`config.mk`:
```
export PLATFORM = sky130hd
export DESIGN_NAME = mii_phy_end_flat
export DESIGN_NICKNAME = d
export VERILOG_FILES = /design/src/logic/mii_pkg.sv /design/src/logic/mii_if.sv /design/src/logic/mii_phy_end.sv /design/src/flat_wrapper.sv
export SDC_FILE = /design/constraint.sdc
export NUM_CORES = 1
export LEC_CHECK = 0
export ABC_AREA = 1
export BUFFER_PORTS_ARGS = -buffer_cell sky130_fd_sc_hd__buf_4
export CORE_MARGIN = 2
export CORE_UTILIZATION = 30
export CTS_BUF_LIST = sky130_fd_sc_hd__clkbuf_8
export CTS_CLUSTER_DIAMETER = 80
export DETAILED_ROUTE_END_ITERATION = 16
export HOLD_SLACK_MARGIN = 0.12
export PLACE_DENSITY_LB_ADDON = 0.2
export SLEW_MARGIN = 25
export SYNTH_ARGS = -nofsm -noshare
export SYNTH_HDL_FRONTEND = slang
export SYNTH_SLANG_ARGS = --single-unit
```
`constraint.sdc`:
```
create_clock -name core_clk -period 3.6 [get_ports core_clk]
set_input_delay 0.54 -clock core_clk [delete_from_list [all_inputs] [get_ports core_clk]]
set_output_delay 0.54 -clock core_clk [all_outputs]
set_load 0.005 [all_outputs]
```
`src/logic/mii_pkg.sv`:
```
// Shared constants for the nibble interface between the PHY end and the MAC end
`default_nettype none
package mii_pkg;
    // Core clock
    localparam int CORE_CLK_HZ = 50_000_000;
    localparam int CORE_CLK_MHZ = 50;
    // Nibble clock rates for the two speeds
    localparam int RATE_SLOW_HZ = 2_500_000;
    localparam int RATE_FAST_HZ = 25_000_000;
    // Half periods of the nibble clocks in core cycles
    localparam int HALF_SLOW_CYC = CORE_CLK_HZ / (2 * RATE_SLOW_HZ);
    localparam int HALF_FAST_CYC = (CORE_CLK_HZ / (2 * RATE_FAST_HZ)) < 1 ? 1 : CORE_CLK_HZ / (2 * RATE_FAST_HZ);
    // Interface strap codes
    localparam logic [2:0] STRAP_MII = 3'h0;
    localparam logic [2:0] STRAP_B2B = 3'h6;
    // Cycles after reset release before the strap is latched
    localparam logic [1:0] STRAP_WAIT = 2'h2;
    // Frame nibbles
    localparam logic [3:0] PREAMBLE_NIB = 4'h5;
    localparam logic [3:0] SFD_LO_NIB = 4'h5;
    localparam logic [3:0] SFD_HI_NIB = 4'hD;
    localparam logic [3:0] IDLE_NIB = 4'h0;
    // Jabber limits, in ms, and their core cycle counts
    localparam int JABBER_MS = 20;
    localparam int UNJABBER_MS = 250;
    localparam int JABBER_CYC = JABBER_MS * (CORE_CLK_HZ / 1000);
    localparam int UNJABBER_CYC = UNJABBER_MS * (CORE_CLK_HZ / 1000);
    // Heartbeat pulse length after each slow-speed transmitted frame
    localparam int SQE_NS = 1000;
    localparam int SQE_CYC = (SQE_NS * CORE_CLK_MHZ + 999) / 1000;
endpackage
`default_nettype wire

```
`src/logic/mii_if.sv`:
```
// Nibble interface joining the PHY end and the MAC end
`timescale 1ns/1ns
`default_nettype none
interface mii_if;
    logic txc;
    logic tx_en;
    logic [3:0] txd;
    logic rxc;
    logic rx_dv;
    logic [3:0] rxd;
    logic rx_er;
    logic crs;
    logic col;

    // PHY drives both clocks and all receive indications
    modport phy (output txc, rxc, rx_dv, rxd, rx_er, crs, col, input tx_en, txd);
    // MAC drives the transmit group
    modport mac (input txc, rxc, rx_dv, rxd, rx_er, crs, col, output tx_en, txd);
endinterface
`default_nettype wire

```
`src/logic/mii_phy_end.sv`:
```
// PHY end of the nibble interface: clocks, receive framing, carrier and collision
//
// Summary of operation
// - TXC runs always, 2.5 or 25 MHz.
// - MAC frames TXEN around every frame nibble.
// - MAC changes transmit lines only with TXC.
// - Nibbles taken while TXEN high; idle zero.
// - Slow speed: recovered clock only during carrier.
// - Fast speed: recovered clock unless link down.
// - RXC 2.5 or 25 MHz, times receive group.
// - Slow speed: RXDV rises on SFD.
// - Fast speed: RXDV spans preamble to end.
// - One nibble per RXC while RXDV high.
// - Symbol errors raise RXER, RXC synchronous.
// - Slow speed: CRS preamble to frame end.
// - Fast speed: CRS J/K to T/R or idle.
// - Half duplex: COL on simultaneous activity.
// - Strap 000 selects normal MAC operation.
// - Strap 110 selects back-to-back repeater mode.
// - Back-to-back: receive group feeds peer transmit.
// - Both speeds, both duplexes, separate nibble groups.
// - Slow speed: heartbeat pulse on COL after frames.
// - Slow speed: jabber cut-off after 20 ms, release 250 ms.
`timescale 1ns/1ns
`default_nettype none
module mii_phy_end import mii_pkg::*; #(
    parameter int JAB_CYC = JABBER_CYC,
    parameter int UNJAB_CYC = UNJABBER_CYC,
    parameter int SQE_LEN = SQE_CYC,
    parameter int HALF_SLOW = HALF_SLOW_CYC,
    parameter int HALF_FAST = HALF_FAST_CYC
) (
    // Clock and reset
    input wire logic core_clk,
    input wire logic rst,
    // Link to the MAC or peer
    mii_if.phy mii,
    // Strap pins and resolved link state
    input wire logic [2:0] config_strap,
    input wire logic link_up,
    input wire logic speed_100,
    input wire logic full_duplex,
    // Recovered clock half-period tick
    input wire logic rec_tick,
    // Line receive side
    input wire logic line_rx_act,
    input wire logic [3:0] line_rx_nib,
    input wire logic line_rx_sym_err,
    input wire logic line_jk,
    input wire logic line_tr,
    input wire logic line_idle,
    output logic line_rx_take,
    // Line transmit side
    output logic line_tx_en,
    output logic [3:0] line_tx_nib,
    output logic line_tx_stb,
    // Mode status
    output logic mode_b2b,
    output logic strap_done
);
    localparam logic [7:0] HALF_SLOW_W = 8'(HALF_SLOW - 1);
    localparam logic [7:0] HALF_FAST_W = 8'(HALF_FAST - 1);
    localparam logic [23:0] JAB_W = 24'(JAB_CYC - 1);
    localparam logic [23:0] UNJAB_W = 24'(UNJAB_CYC - 1);
    localparam logic [7:0] SQE_W = 8'(SQE_LEN);

    logic [2:0] strap_s1_r, strap_s2_r;
    logic [1:0] strap_cnt_r;
    logic strap_done_r, b2b_r;
    logic fast;
    logic [7:0] txdiv_r, rxdiv_r;
    logic txc_r, rxc_r;
    logic tx_tick, tx_fall, rx_tick, rx_fall, recovering;
    logic tx_en_s1_r, tx_en_s2_r, tx_en_d_r;
    logic [3:0] txd_s1_r, txd_s2_r;
    logic ltx_en_r, ltx_stb_r;
    logic [3:0] ltx_nib_r;
    logic [3:0] prev_nib_r;
    logic prev_act_r, prev_err_r;
    logic dv_r, er_r, dv_nxt, er_nxt;
    logic [3:0] rxd_r, rxd_nxt;
    logic crs_r, col_r;
    logic jab_r;
    logic [23:0] jab_cnt_r;
    logic [7:0] sqe_cnt_r;

    // End of a half period for the selected speed
    function automatic logic div_end(input logic [7:0] cnt, input logic sel_fast);
        return cnt == (sel_fast ? HALF_FAST_W : HALF_SLOW_W);
    endfunction

    // Strap pins synchronised, then latched once after reset release
    always_ff @(posedge core_clk or posedge rst) begin
        if (rst) begin
            strap_s1_r <= 3'h0;
            strap_s2_r <= 3'h0;
        end else begin
            strap_s1_r <= config_strap;
            strap_s2_r <= strap_s1_r;
        end
    end

    // Interface mode choice; codes other than the two known ones act as normal
    always_ff @(posedge core_clk or posedge rst) begin
        if (rst) begin
            strap_cnt_r <= 2'h0;
            strap_done_r <= 1'b0;
            b2b_r <= 1'b0;
        end else if (!strap_done_r) begin
            strap_cnt_r <= strap_cnt_r + 2'h1;
            if (strap_cnt_r == STRAP_WAIT) begin
                strap_done_r <= 1'b1;
                b2b_r <= (strap_s2_r == STRAP_B2B);
            end
        end
    end

    // Repeater mode always runs at the fast rate
    assign fast = b2b_r | speed_100;

    // Transmit clock divider, free running
    assign tx_tick = div_end(txdiv_r, fast);
    always_ff @(posedge core_clk or posedge rst) begin
        if (rst) begin
            txdiv_r <= 8'h00;
            txc_r <= 1'b0;
        end else if (tx_tick) begin
            txdiv_r <= 8'h00;
            txc_r <= ~txc_r;
        end else begin
            txdiv_r <= txdiv_r + 8'h01;
        end
    end
    assign tx_fall = tx_tick & txc_r;

    // Receive clock: recovered ticks or the local divider
    assign recovering = link_up & (fast | line_rx_act);
    assign rx_tick = recovering ? rec_tick : div_end(rxdiv_r, fast);
    always_ff @(posedge core_clk or posedge rst) begin
        if (rst) begin
            rxdiv_r <= 8'h00;
            rxc_r <= 1'b0;
        end else begin
            rxdiv_r <= div_end(rxdiv_r, fast) ? 8'h00 : rxdiv_r + 8'h01;
            if (rx_tick) begin
                rxc_r <= ~rxc_r;
            end
        end
    end
    assign rx_fall = rx_tick & rxc_r;
    assign line_rx_take = rx_fall;

    // Transmit pins synchronised
    always_ff @(posedge core_clk or posedge rst) begin
        if (rst) begin
            tx_en_s1_r <= 1'b0;
            tx_en_s2_r <= 1'b0;
            tx_en_d_r <= 1'b0;
            txd_s1_r <= IDLE_NIB;
            txd_s2_r <= IDLE_NIB;
        end else begin
            tx_en_s1_r <= mii.tx_en;
            tx_en_s2_r <= tx_en_s1_r;
            tx_en_d_r <= tx_en_s2_r;
            txd_s1_r <= mii.txd;
            txd_s2_r <= txd_s1_r;
        end
    end

    // Transmit nibble taken mid-period, away from the MAC's change point
    always_ff @(posedge core_clk or posedge rst) begin
        if (rst) begin
            ltx_en_r <= 1'b0;
            ltx_nib_r <= IDLE_NIB;
            ltx_stb_r <= 1'b0;
        end else if (tx_fall) begin
            ltx_en_r <= tx_en_s2_r & ~jab_r;
            ltx_nib_r <= tx_en_s2_r ? txd_s2_r : IDLE_NIB;
            ltx_stb_r <= tx_en_s2_r & ~jab_r;
        end else begin
            ltx_stb_r <= 1'b0;
        end
    end
    assign line_tx_en = ltx_en_r;
    assign line_tx_nib = ltx_nib_r;
    assign line_tx_stb = ltx_stb_r;

    // One nibble of lookahead, used to find the SFD at the slow speed
    always_ff @(posedge core_clk or posedge rst) begin
        if (rst) begin
            prev_nib_r <= IDLE_NIB;
            prev_act_r <= 1'b0;
            prev_err_r <= 1'b0;
        end else if (rx_fall) begin
            prev_nib_r <= line_rx_nib;
            prev_act_r <= line_rx_act;
            prev_err_r <= line_rx_sym_err & line_rx_act;
        end
    end

    // Next receive group
    always_comb begin
        if (fast) begin
            dv_nxt = line_rx_act;
            rxd_nxt = line_rx_nib;
            er_nxt = line_rx_sym_err & line_rx_act;
        end else begin
            dv_nxt = prev_act_r & (dv_r | (prev_nib_r == SFD_LO_NIB && line_rx_nib == SFD_HI_NIB && line_rx_act));
            rxd_nxt = prev_nib_r;
            er_nxt = prev_err_r & dv_nxt;
        end
        if (!dv_nxt) begin
            rxd_nxt = IDLE_NIB;
        end
    end

    // Receive group changes on the RXC falling edge, steady at the rising one
    always_ff @(posedge core_clk or posedge rst) begin
        if (rst) begin
            dv_r <= 1'b0;
            rxd_r <= IDLE_NIB;
            er_r <= 1'b0;
        end else if (rx_fall) begin
            dv_r <= dv_nxt;
            rxd_r <= rxd_nxt;
            er_r <= er_nxt;
        end
    end

    // Carrier sense; a set in the same cycle as a clear wins
    always_ff @(posedge core_clk or posedge rst) begin
        if (rst) begin
            crs_r <= 1'b0;
        end else if (fast) begin
            if (line_tr || line_idle || !link_up) begin
                crs_r <= 1'b0;
            end
            if (line_jk) begin
                crs_r <= 1'b1;
            end
        end else begin
            if (!line_rx_act) begin
                crs_r <= 1'b0;
            end
            if (line_rx_act && line_rx_nib == PREAMBLE_NIB) begin
                crs_r <= 1'b1;
            end
        end
    end

    // Jabber: long slow-speed transmit cuts the line, long silence restores it
    always_ff @(posedge core_clk or posedge rst) begin
        if (rst) begin
            jab_r <= 1'b0;
            jab_cnt_r <= 24'h000000;
        end else if (!jab_r) begin
            if (tx_en_s2_r && !fast) begin
                jab_cnt_r <= jab_cnt_r + 24'h000001;
                if (jab_cnt_r == JAB_W) begin
                    jab_r <= 1'b1;
                    jab_cnt_r <= 24'h000000;
                end
            end else begin
                jab_cnt_r <= 24'h000000;
            end
        end else if (!tx_en_s2_r) begin
            jab_cnt_r <= jab_cnt_r + 24'h000001;
            if (jab_cnt_r == UNJAB_W) begin
                jab_r <= 1'b0;
                jab_cnt_r <= 24'h000000;
            end
        end else begin
            jab_cnt_r <= 24'h000000;
        end
    end

    // Heartbeat timer started at the end of each slow-speed frame, unless jabber has cut the line
    always_ff @(posedge core_clk or posedge rst) begin
        if (rst) begin
            sqe_cnt_r <= 8'h00;
        end else if (tx_en_d_r && !tx_en_s2_r && !fast && !jab_r) begin
            sqe_cnt_r <= SQE_W;
        end else if (sqe_cnt_r != 8'h00) begin
            sqe_cnt_r <= sqe_cnt_r - 8'h01;
        end
    end

    // Collision, not tied to either nibble clock
    always_ff @(posedge core_clk or posedge rst) begin
        if (rst) begin
            col_r <= 1'b0;
        end else begin
            col_r <= (~full_duplex & tx_en_s2_r & line_rx_act) | (sqe_cnt_r != 8'h00) | jab_r;
        end
    end

    // Pins toward the MAC or the peer's transmit group
    assign mii.txc = txc_r;
    assign mii.rxc = rxc_r;
    assign mii.rx_dv = dv_r;
    assign mii.rxd = rxd_r;
    assign mii.rx_er = er_r;
    assign mii.crs = crs_r;
    assign mii.col = col_r;
    assign mode_b2b = b2b_r;
    assign strap_done = strap_done_r;
endmodule
`default_nettype wire

```
`src/flat_wrapper.sv`:
```
// flat-port wrapper written by rule: the top's interface ports become plain ports
module mii_phy_end_flat import mii_pkg::*;
#(
    parameter int JAB_CYC = JABBER_CYC,
    parameter int UNJAB_CYC = UNJABBER_CYC,
    parameter int SQE_LEN = SQE_CYC,
    parameter int HALF_SLOW = HALF_SLOW_CYC,
    parameter int HALF_FAST = HALF_FAST_CYC
)
  (core_clk, rst, config_strap, link_up, speed_100, full_duplex, rec_tick, line_rx_act, line_rx_nib, line_rx_sym_err, line_jk, line_tr, line_idle, line_rx_take, line_tx_en, line_tx_nib, line_tx_stb, mode_b2b, strap_done, mii_txc, mii_rxc, mii_rx_dv, mii_rxd, mii_rx_er, mii_crs, mii_col, mii_tx_en, mii_txd);
  mii_if mii_i ();
  input wire logic core_clk;
  input wire logic rst;
  input wire logic [2:0] config_strap;
  input wire logic link_up;
  input wire logic speed_100;
  input wire logic full_duplex;
  input wire logic rec_tick;
  input wire logic line_rx_act;
  input wire logic [3:0] line_rx_nib;
  input wire logic line_rx_sym_err;
  input wire logic line_jk;
  input wire logic line_tr;
  input wire logic line_idle;
  output logic line_rx_take;
  output logic line_tx_en;
  output logic [3:0] line_tx_nib;
  output logic line_tx_stb;
  output logic mode_b2b;
  output logic strap_done;
  output wire logic [$bits(mii_i.txc)-1:0] mii_txc;
  output wire logic [$bits(mii_i.rxc)-1:0] mii_rxc;
  output wire logic [$bits(mii_i.rx_dv)-1:0] mii_rx_dv;
  output wire logic [$bits(mii_i.rxd)-1:0] mii_rxd;
  output wire logic [$bits(mii_i.rx_er)-1:0] mii_rx_er;
  output wire logic [$bits(mii_i.crs)-1:0] mii_crs;
  output wire logic [$bits(mii_i.col)-1:0] mii_col;
  input wire logic [$bits(mii_i.tx_en)-1:0] mii_tx_en;
  input wire logic [$bits(mii_i.txd)-1:0] mii_txd;
  assign mii_txc = mii_i.txc;
  assign mii_rxc = mii_i.rxc;
  assign mii_rx_dv = mii_i.rx_dv;
  assign mii_rxd = mii_i.rxd;
  assign mii_rx_er = mii_i.rx_er;
  assign mii_crs = mii_i.crs;
  assign mii_col = mii_i.col;
  assign mii_i.tx_en = mii_tx_en;
  assign mii_i.txd = mii_txd;
  mii_phy_end #(.JAB_CYC(JAB_CYC), .UNJAB_CYC(UNJAB_CYC), .SQE_LEN(SQE_LEN), .HALF_SLOW(HALF_SLOW), .HALF_FAST(HALF_FAST)) u_core (.core_clk(core_clk), .rst(rst), .mii(mii_i), .config_strap(config_strap), .link_up(link_up), .speed_100(speed_100), .full_duplex(full_duplex), .rec_tick(rec_tick), .line_rx_act(line_rx_act), .line_rx_nib(line_rx_nib), .line_rx_sym_err(line_rx_sym_err), .line_jk(line_jk), .line_tr(line_tr), .line_idle(line_idle), .line_rx_take(line_rx_take), .line_tx_en(line_tx_en), .line_tx_nib(line_tx_nib), .line_tx_stb(line_tx_stb), .mode_b2b(mode_b2b), .strap_done(strap_done));
endmodule
```
==> implementation parameters <==
Parameter                              Value

Run status
  Run status    finished, final reports clean

Clock network
  Library cell used as clock root buffer    sky130_fd_sc_hd__clkbuf_8
  Clock-pin slew on the worst setup and hold paths    0.10 ns
  Number of sinks driven by the clock tree    92
  Clock Latency Late Sink    0.38 ns
  Number of buffers inserted to repair setup after CTS    0
  Max H-tree Level    3
  TritonCTS Buffers    9
  Hold-fix buffers, CTS    0
  CTS tree    built
  Max Root-Sink Buffers    2
  CTS resizes    0

Cells and area
  Fillers    1508
  Most common cell after layout, fill and taps aside    sky130_fd_sc_hd__nand2_1
  Total area of multi-input combinational cells    0.00173 sq mm
  Final #Nets    595
  Area delta synth->final    16.8%
  Share of post-route cells with drive strength above 1    14.4%
  ANT cells    0
  FF/Latch Area    0.00230 sq mm
  Leading cell types in the layout, fill and taps excluded    sky130_fd_sc_hd__nand2_1, sky130_fd_sc_hd__dfrtp_1, sky130_fd_sc_hd__inv_1

Logic synthesis
  Synth Instances    around 520
  Area of the mapped netlist    0.00437 sq mm
  Register area share after synthesis    about 53%
  Synthesized flop and latch total    92
  Mapped Nets    546
  Number of distinct library cells after synthesis    33
  Yosys warnings    0
  Avg Cell Area, Syn    8.46 sq um

Placement
  Count of buffers from port buffering    41
  Pre-CTS setup slack    1.04 ns
  Final weighted congestion of routability-driven global placement    approximately 0.80
  Hpwl dp    about 6500 um

STA
  Finish-stage setup viols    0
  Period Utilization, post-route    between 70 and 80%
  Total negative slack for setup checks    0 ns
  Top achievable clock speed    370 MHz
  Count of final hold-check violations    0
  Max Transition Viols Final    0
  Worst Clk Skew    0.00778 ns
  Slew headroom    47.9%
  Fin crit period    2.70 ns
  Final critical-path setup slack    0.896 ns
  Unrepaired setup endpoints after global routing    false
  Transition time of the tightest slew-check pin    between 0.7 and 0.8 ns

Drt
  Post-route DRC    0
  Average via count per standard cell    4.46
  Drt first pass iters    4
  Iteration-0 DRC count of the detailed router    159
  Overall via count from detail_route    3369
  Post-DRT Antenna Nets    0
  Per-cell routed wire length    12.1 um
  Total Routed Length    9130 um

Pwr
  Highest ir drop seen on vdd    0.198 mV
  Pwr/cell area    ~480 mW/mm^2
  Static Leak    around 2.5 nW

Floorplan
  Die area    0.0156 sq mm
  Row Count    44
  Placeable core region    0.0144 sq mm
  Die H    125 um
  Number of placed I/O pins    42
  Initial core utilization    between 30% and 40%
  Horizontal extent of the die    approximately 120 um

Global route
  Initial antenna violation count    0
  Number of global-route vias before repair    3425
  Wire length of the first global-routing pass    between 15000 and 20000 um
  Total global routing track utilization    12.9%
  Pin count of the biggest net entering global routing    39
  Overflow after GRT    0

Worst setup path
  Sort of element at the start of the critical path    flip-flop
  Crit path arrival time    2.16 ns
  Crit end category    primary output
  Worst setup path class    flip-flop to primary output
  Largest fanout of any net on the critical path    23
  Worst Path Required    3.06 ns

Hold path
  Class of the tightest hold or removal check    input pin to asynchronous set/reset pin

Flow run
  Max-cap violation count    0
final cells by class:
| type | instances | share of cell area (%) |
|---|---|---|
| well taps | 184 | 4.51 |
| repair buffers | 45 | 6.61 |
| inverters | 75 | 5.53 |
| flip-flops and latches | 92 | 45.1 |
| clock buffers | 9 | 2.42 |
| clock inverters | 7 | 1.96 |
| multi-input cells | 343 | 33.9 |
metal layers:
layer / routed length [um] / track usage [%]
met1: 4400 / 16.7
met2: 4220 / 20.3
met3: 420 / 4.77
met4: 88 / 3.37
met5: 0 / 0
registers in the layout, indices dropped and copies added, names as in the netlist, 3 cells and up:
name                cells
u_core.txdiv_r          8
u_core.prev_nib_r       4
u_core.strap_s2_r       3
u_core.mii.rxd          4
u_core.sqe_cnt_r        8
u_core.strap_s1_r       3
u_core.line_tx_nib      4
u_core.txd_s1_r         4
u_core.rxdiv_r          8
u_core.jab_cnt_r       24
u_core.txd_s2_r         4
final timing paths:
check	startpoint	to	slack, ns	depth (start not counted)
max	u_core.mode_b2b	line_rx_take	0.90	10
min	rst	u_core.strap_s1_r[2]	0.24	2
min reg2reg	u_core.txd_s1_r[3]	u_core.txd_s2_r[3]	0.35	0
max in group asynchronous	rst	u_core.jab_cnt_r[20]	2.49	3
min in group core_clk	mii_txd[2]	u_core.txd_s1_r[2]	0.26	1
max reg2reg	u_core.jab_cnt_r[0]	u_core.jab_cnt_r[19]	1.43	10
cell usage after synthesis:
master / count / area [sq um]
sky130_fd_sc_hd__nor2_1: 60 / 225
sky130_fd_sc_hd__or2_1: 1 / 6.26
sky130_fd_sc_hd__o311ai_0: 1 / 8.76
sky130_fd_sc_hd__mux2i_1: 1 / 10.0
sky130_fd_sc_hd__o41ai_1: 1 / 8.76
sky130_fd_sc_hd__nand3_1: 27 / 135
sky130_fd_sc_hd__xnor2_1: 3 / 26.3
sky130_fd_sc_hd__a21oi_1: 26 / 130
sky130_fd_sc_hd__nor3b_1: 3 / 22.5
sky130_fd_sc_hd__nor3_4: 1 / 16.3
sky130_fd_sc_hd__buf_4: 4 / 30.0
sky130_fd_sc_hd__nor2_4: 2 / 22.5
sky130_fd_sc_hd__or2_2: 2 / 12.5
sky130_fd_sc_hd__a21boi_0: 1 / 7.51
sky130_fd_sc_hd__nand4_1: 8 / 50.1
sky130_fd_sc_hd__nand2_1: 127 / 477
sky130_fd_sc_hd__a21o_2: 1 / 8.76
sky130_fd_sc_hd__xor2_1: 22 / 193
sky130_fd_sc_hd__buf_2: 1 / 5.00
sky130_fd_sc_hd__buf_6: 2 / 22.5
sky130_fd_sc_hd__o21ai_1: 2 / 10.0
sky130_fd_sc_hd__nor3_1: 6 / 30.0
sky130_fd_sc_hd__nand3b_1: 2 / 15.0
sky130_fd_sc_hd__inv_2: 2 / 7.51
sky130_fd_sc_hd__o21ai_0: 26 / 130
sky130_fd_sc_hd__ha_1: 6 / 75.1
sky130_fd_sc_hd__a21boi_1: 2 / 15.0
sky130_fd_sc_hd__nor2_2: 3 / 18.8
sky130_fd_sc_hd__o21ai_2: 6 / 52.6
sky130_fd_sc_hd__nand2_2: 1 / 6.26
sky130_fd_sc_hd__nand3_2: 2 / 20.0
sky130_fd_sc_hd__inv_1: 73 / 274
sky130_fd_sc_hd__dfrtp_1: 92 / 2300
kinds of logic (layout without fill, tap and decap cells):
logic type      after synthesis  after routing  share of synthesized area, %
mux                           1              1                         0.229
simple gates                245            245                          24.2
xor+xnor                     25             25                          5.01
buf+inv                      82            136                          7.75
fa+ha+maj                     6              6                          1.72
flops                        92             92                          52.6
compound gates               66             66                          8.50
power by group:
group          leakage, nW  internal, mW  switching, mW  total (mW)
logic                 1.27         0.177          0.216       0.393
clock network        0.114         0.396          0.398       0.794
registers             1.16          1.16         0.0920        1.25
total                 2.55          1.73          0.705        2.44
metrics by stage:
stage	cell area, sq um	cells	utilization [%]	hold slack (ns)	total power [mW]
6_report	5110	755	35.6	0.244	2.44
5_1_grt	5110	755	35.6	0.221	2.60
4_1_cts	5110	755	35.6	0.234	2.48
3_5_place_dp	4890	739	34.0	0.335	1.67
3_3_place_gp	4890	739	34.0	0.336	1.66
2_1_floorplan	4370	517	-	0.331	1.50
worst max-delay path: stages (launching register included):
cell and delay [ns]:
sky130_fd_sc_hd__dfrtp_1 0.43, sky130_fd_sc_hd__nor2_4 0.34, sky130_fd_sc_hd__inv_2 0.12, sky130_fd_sc_hd__nand2_1 0.08
sky130_fd_sc_hd__nand2_1 0.05, sky130_fd_sc_hd__nand2_1 0.07, sky130_fd_sc_hd__nand2_1 0.08, sky130_fd_sc_hd__nand3_2 0.06
sky130_fd_sc_hd__buf_4 0.26, sky130_fd_sc_hd__inv_1 0.13, sky130_fd_sc_hd__buf_4 0.15
Power figures use the tool's default switching activity.
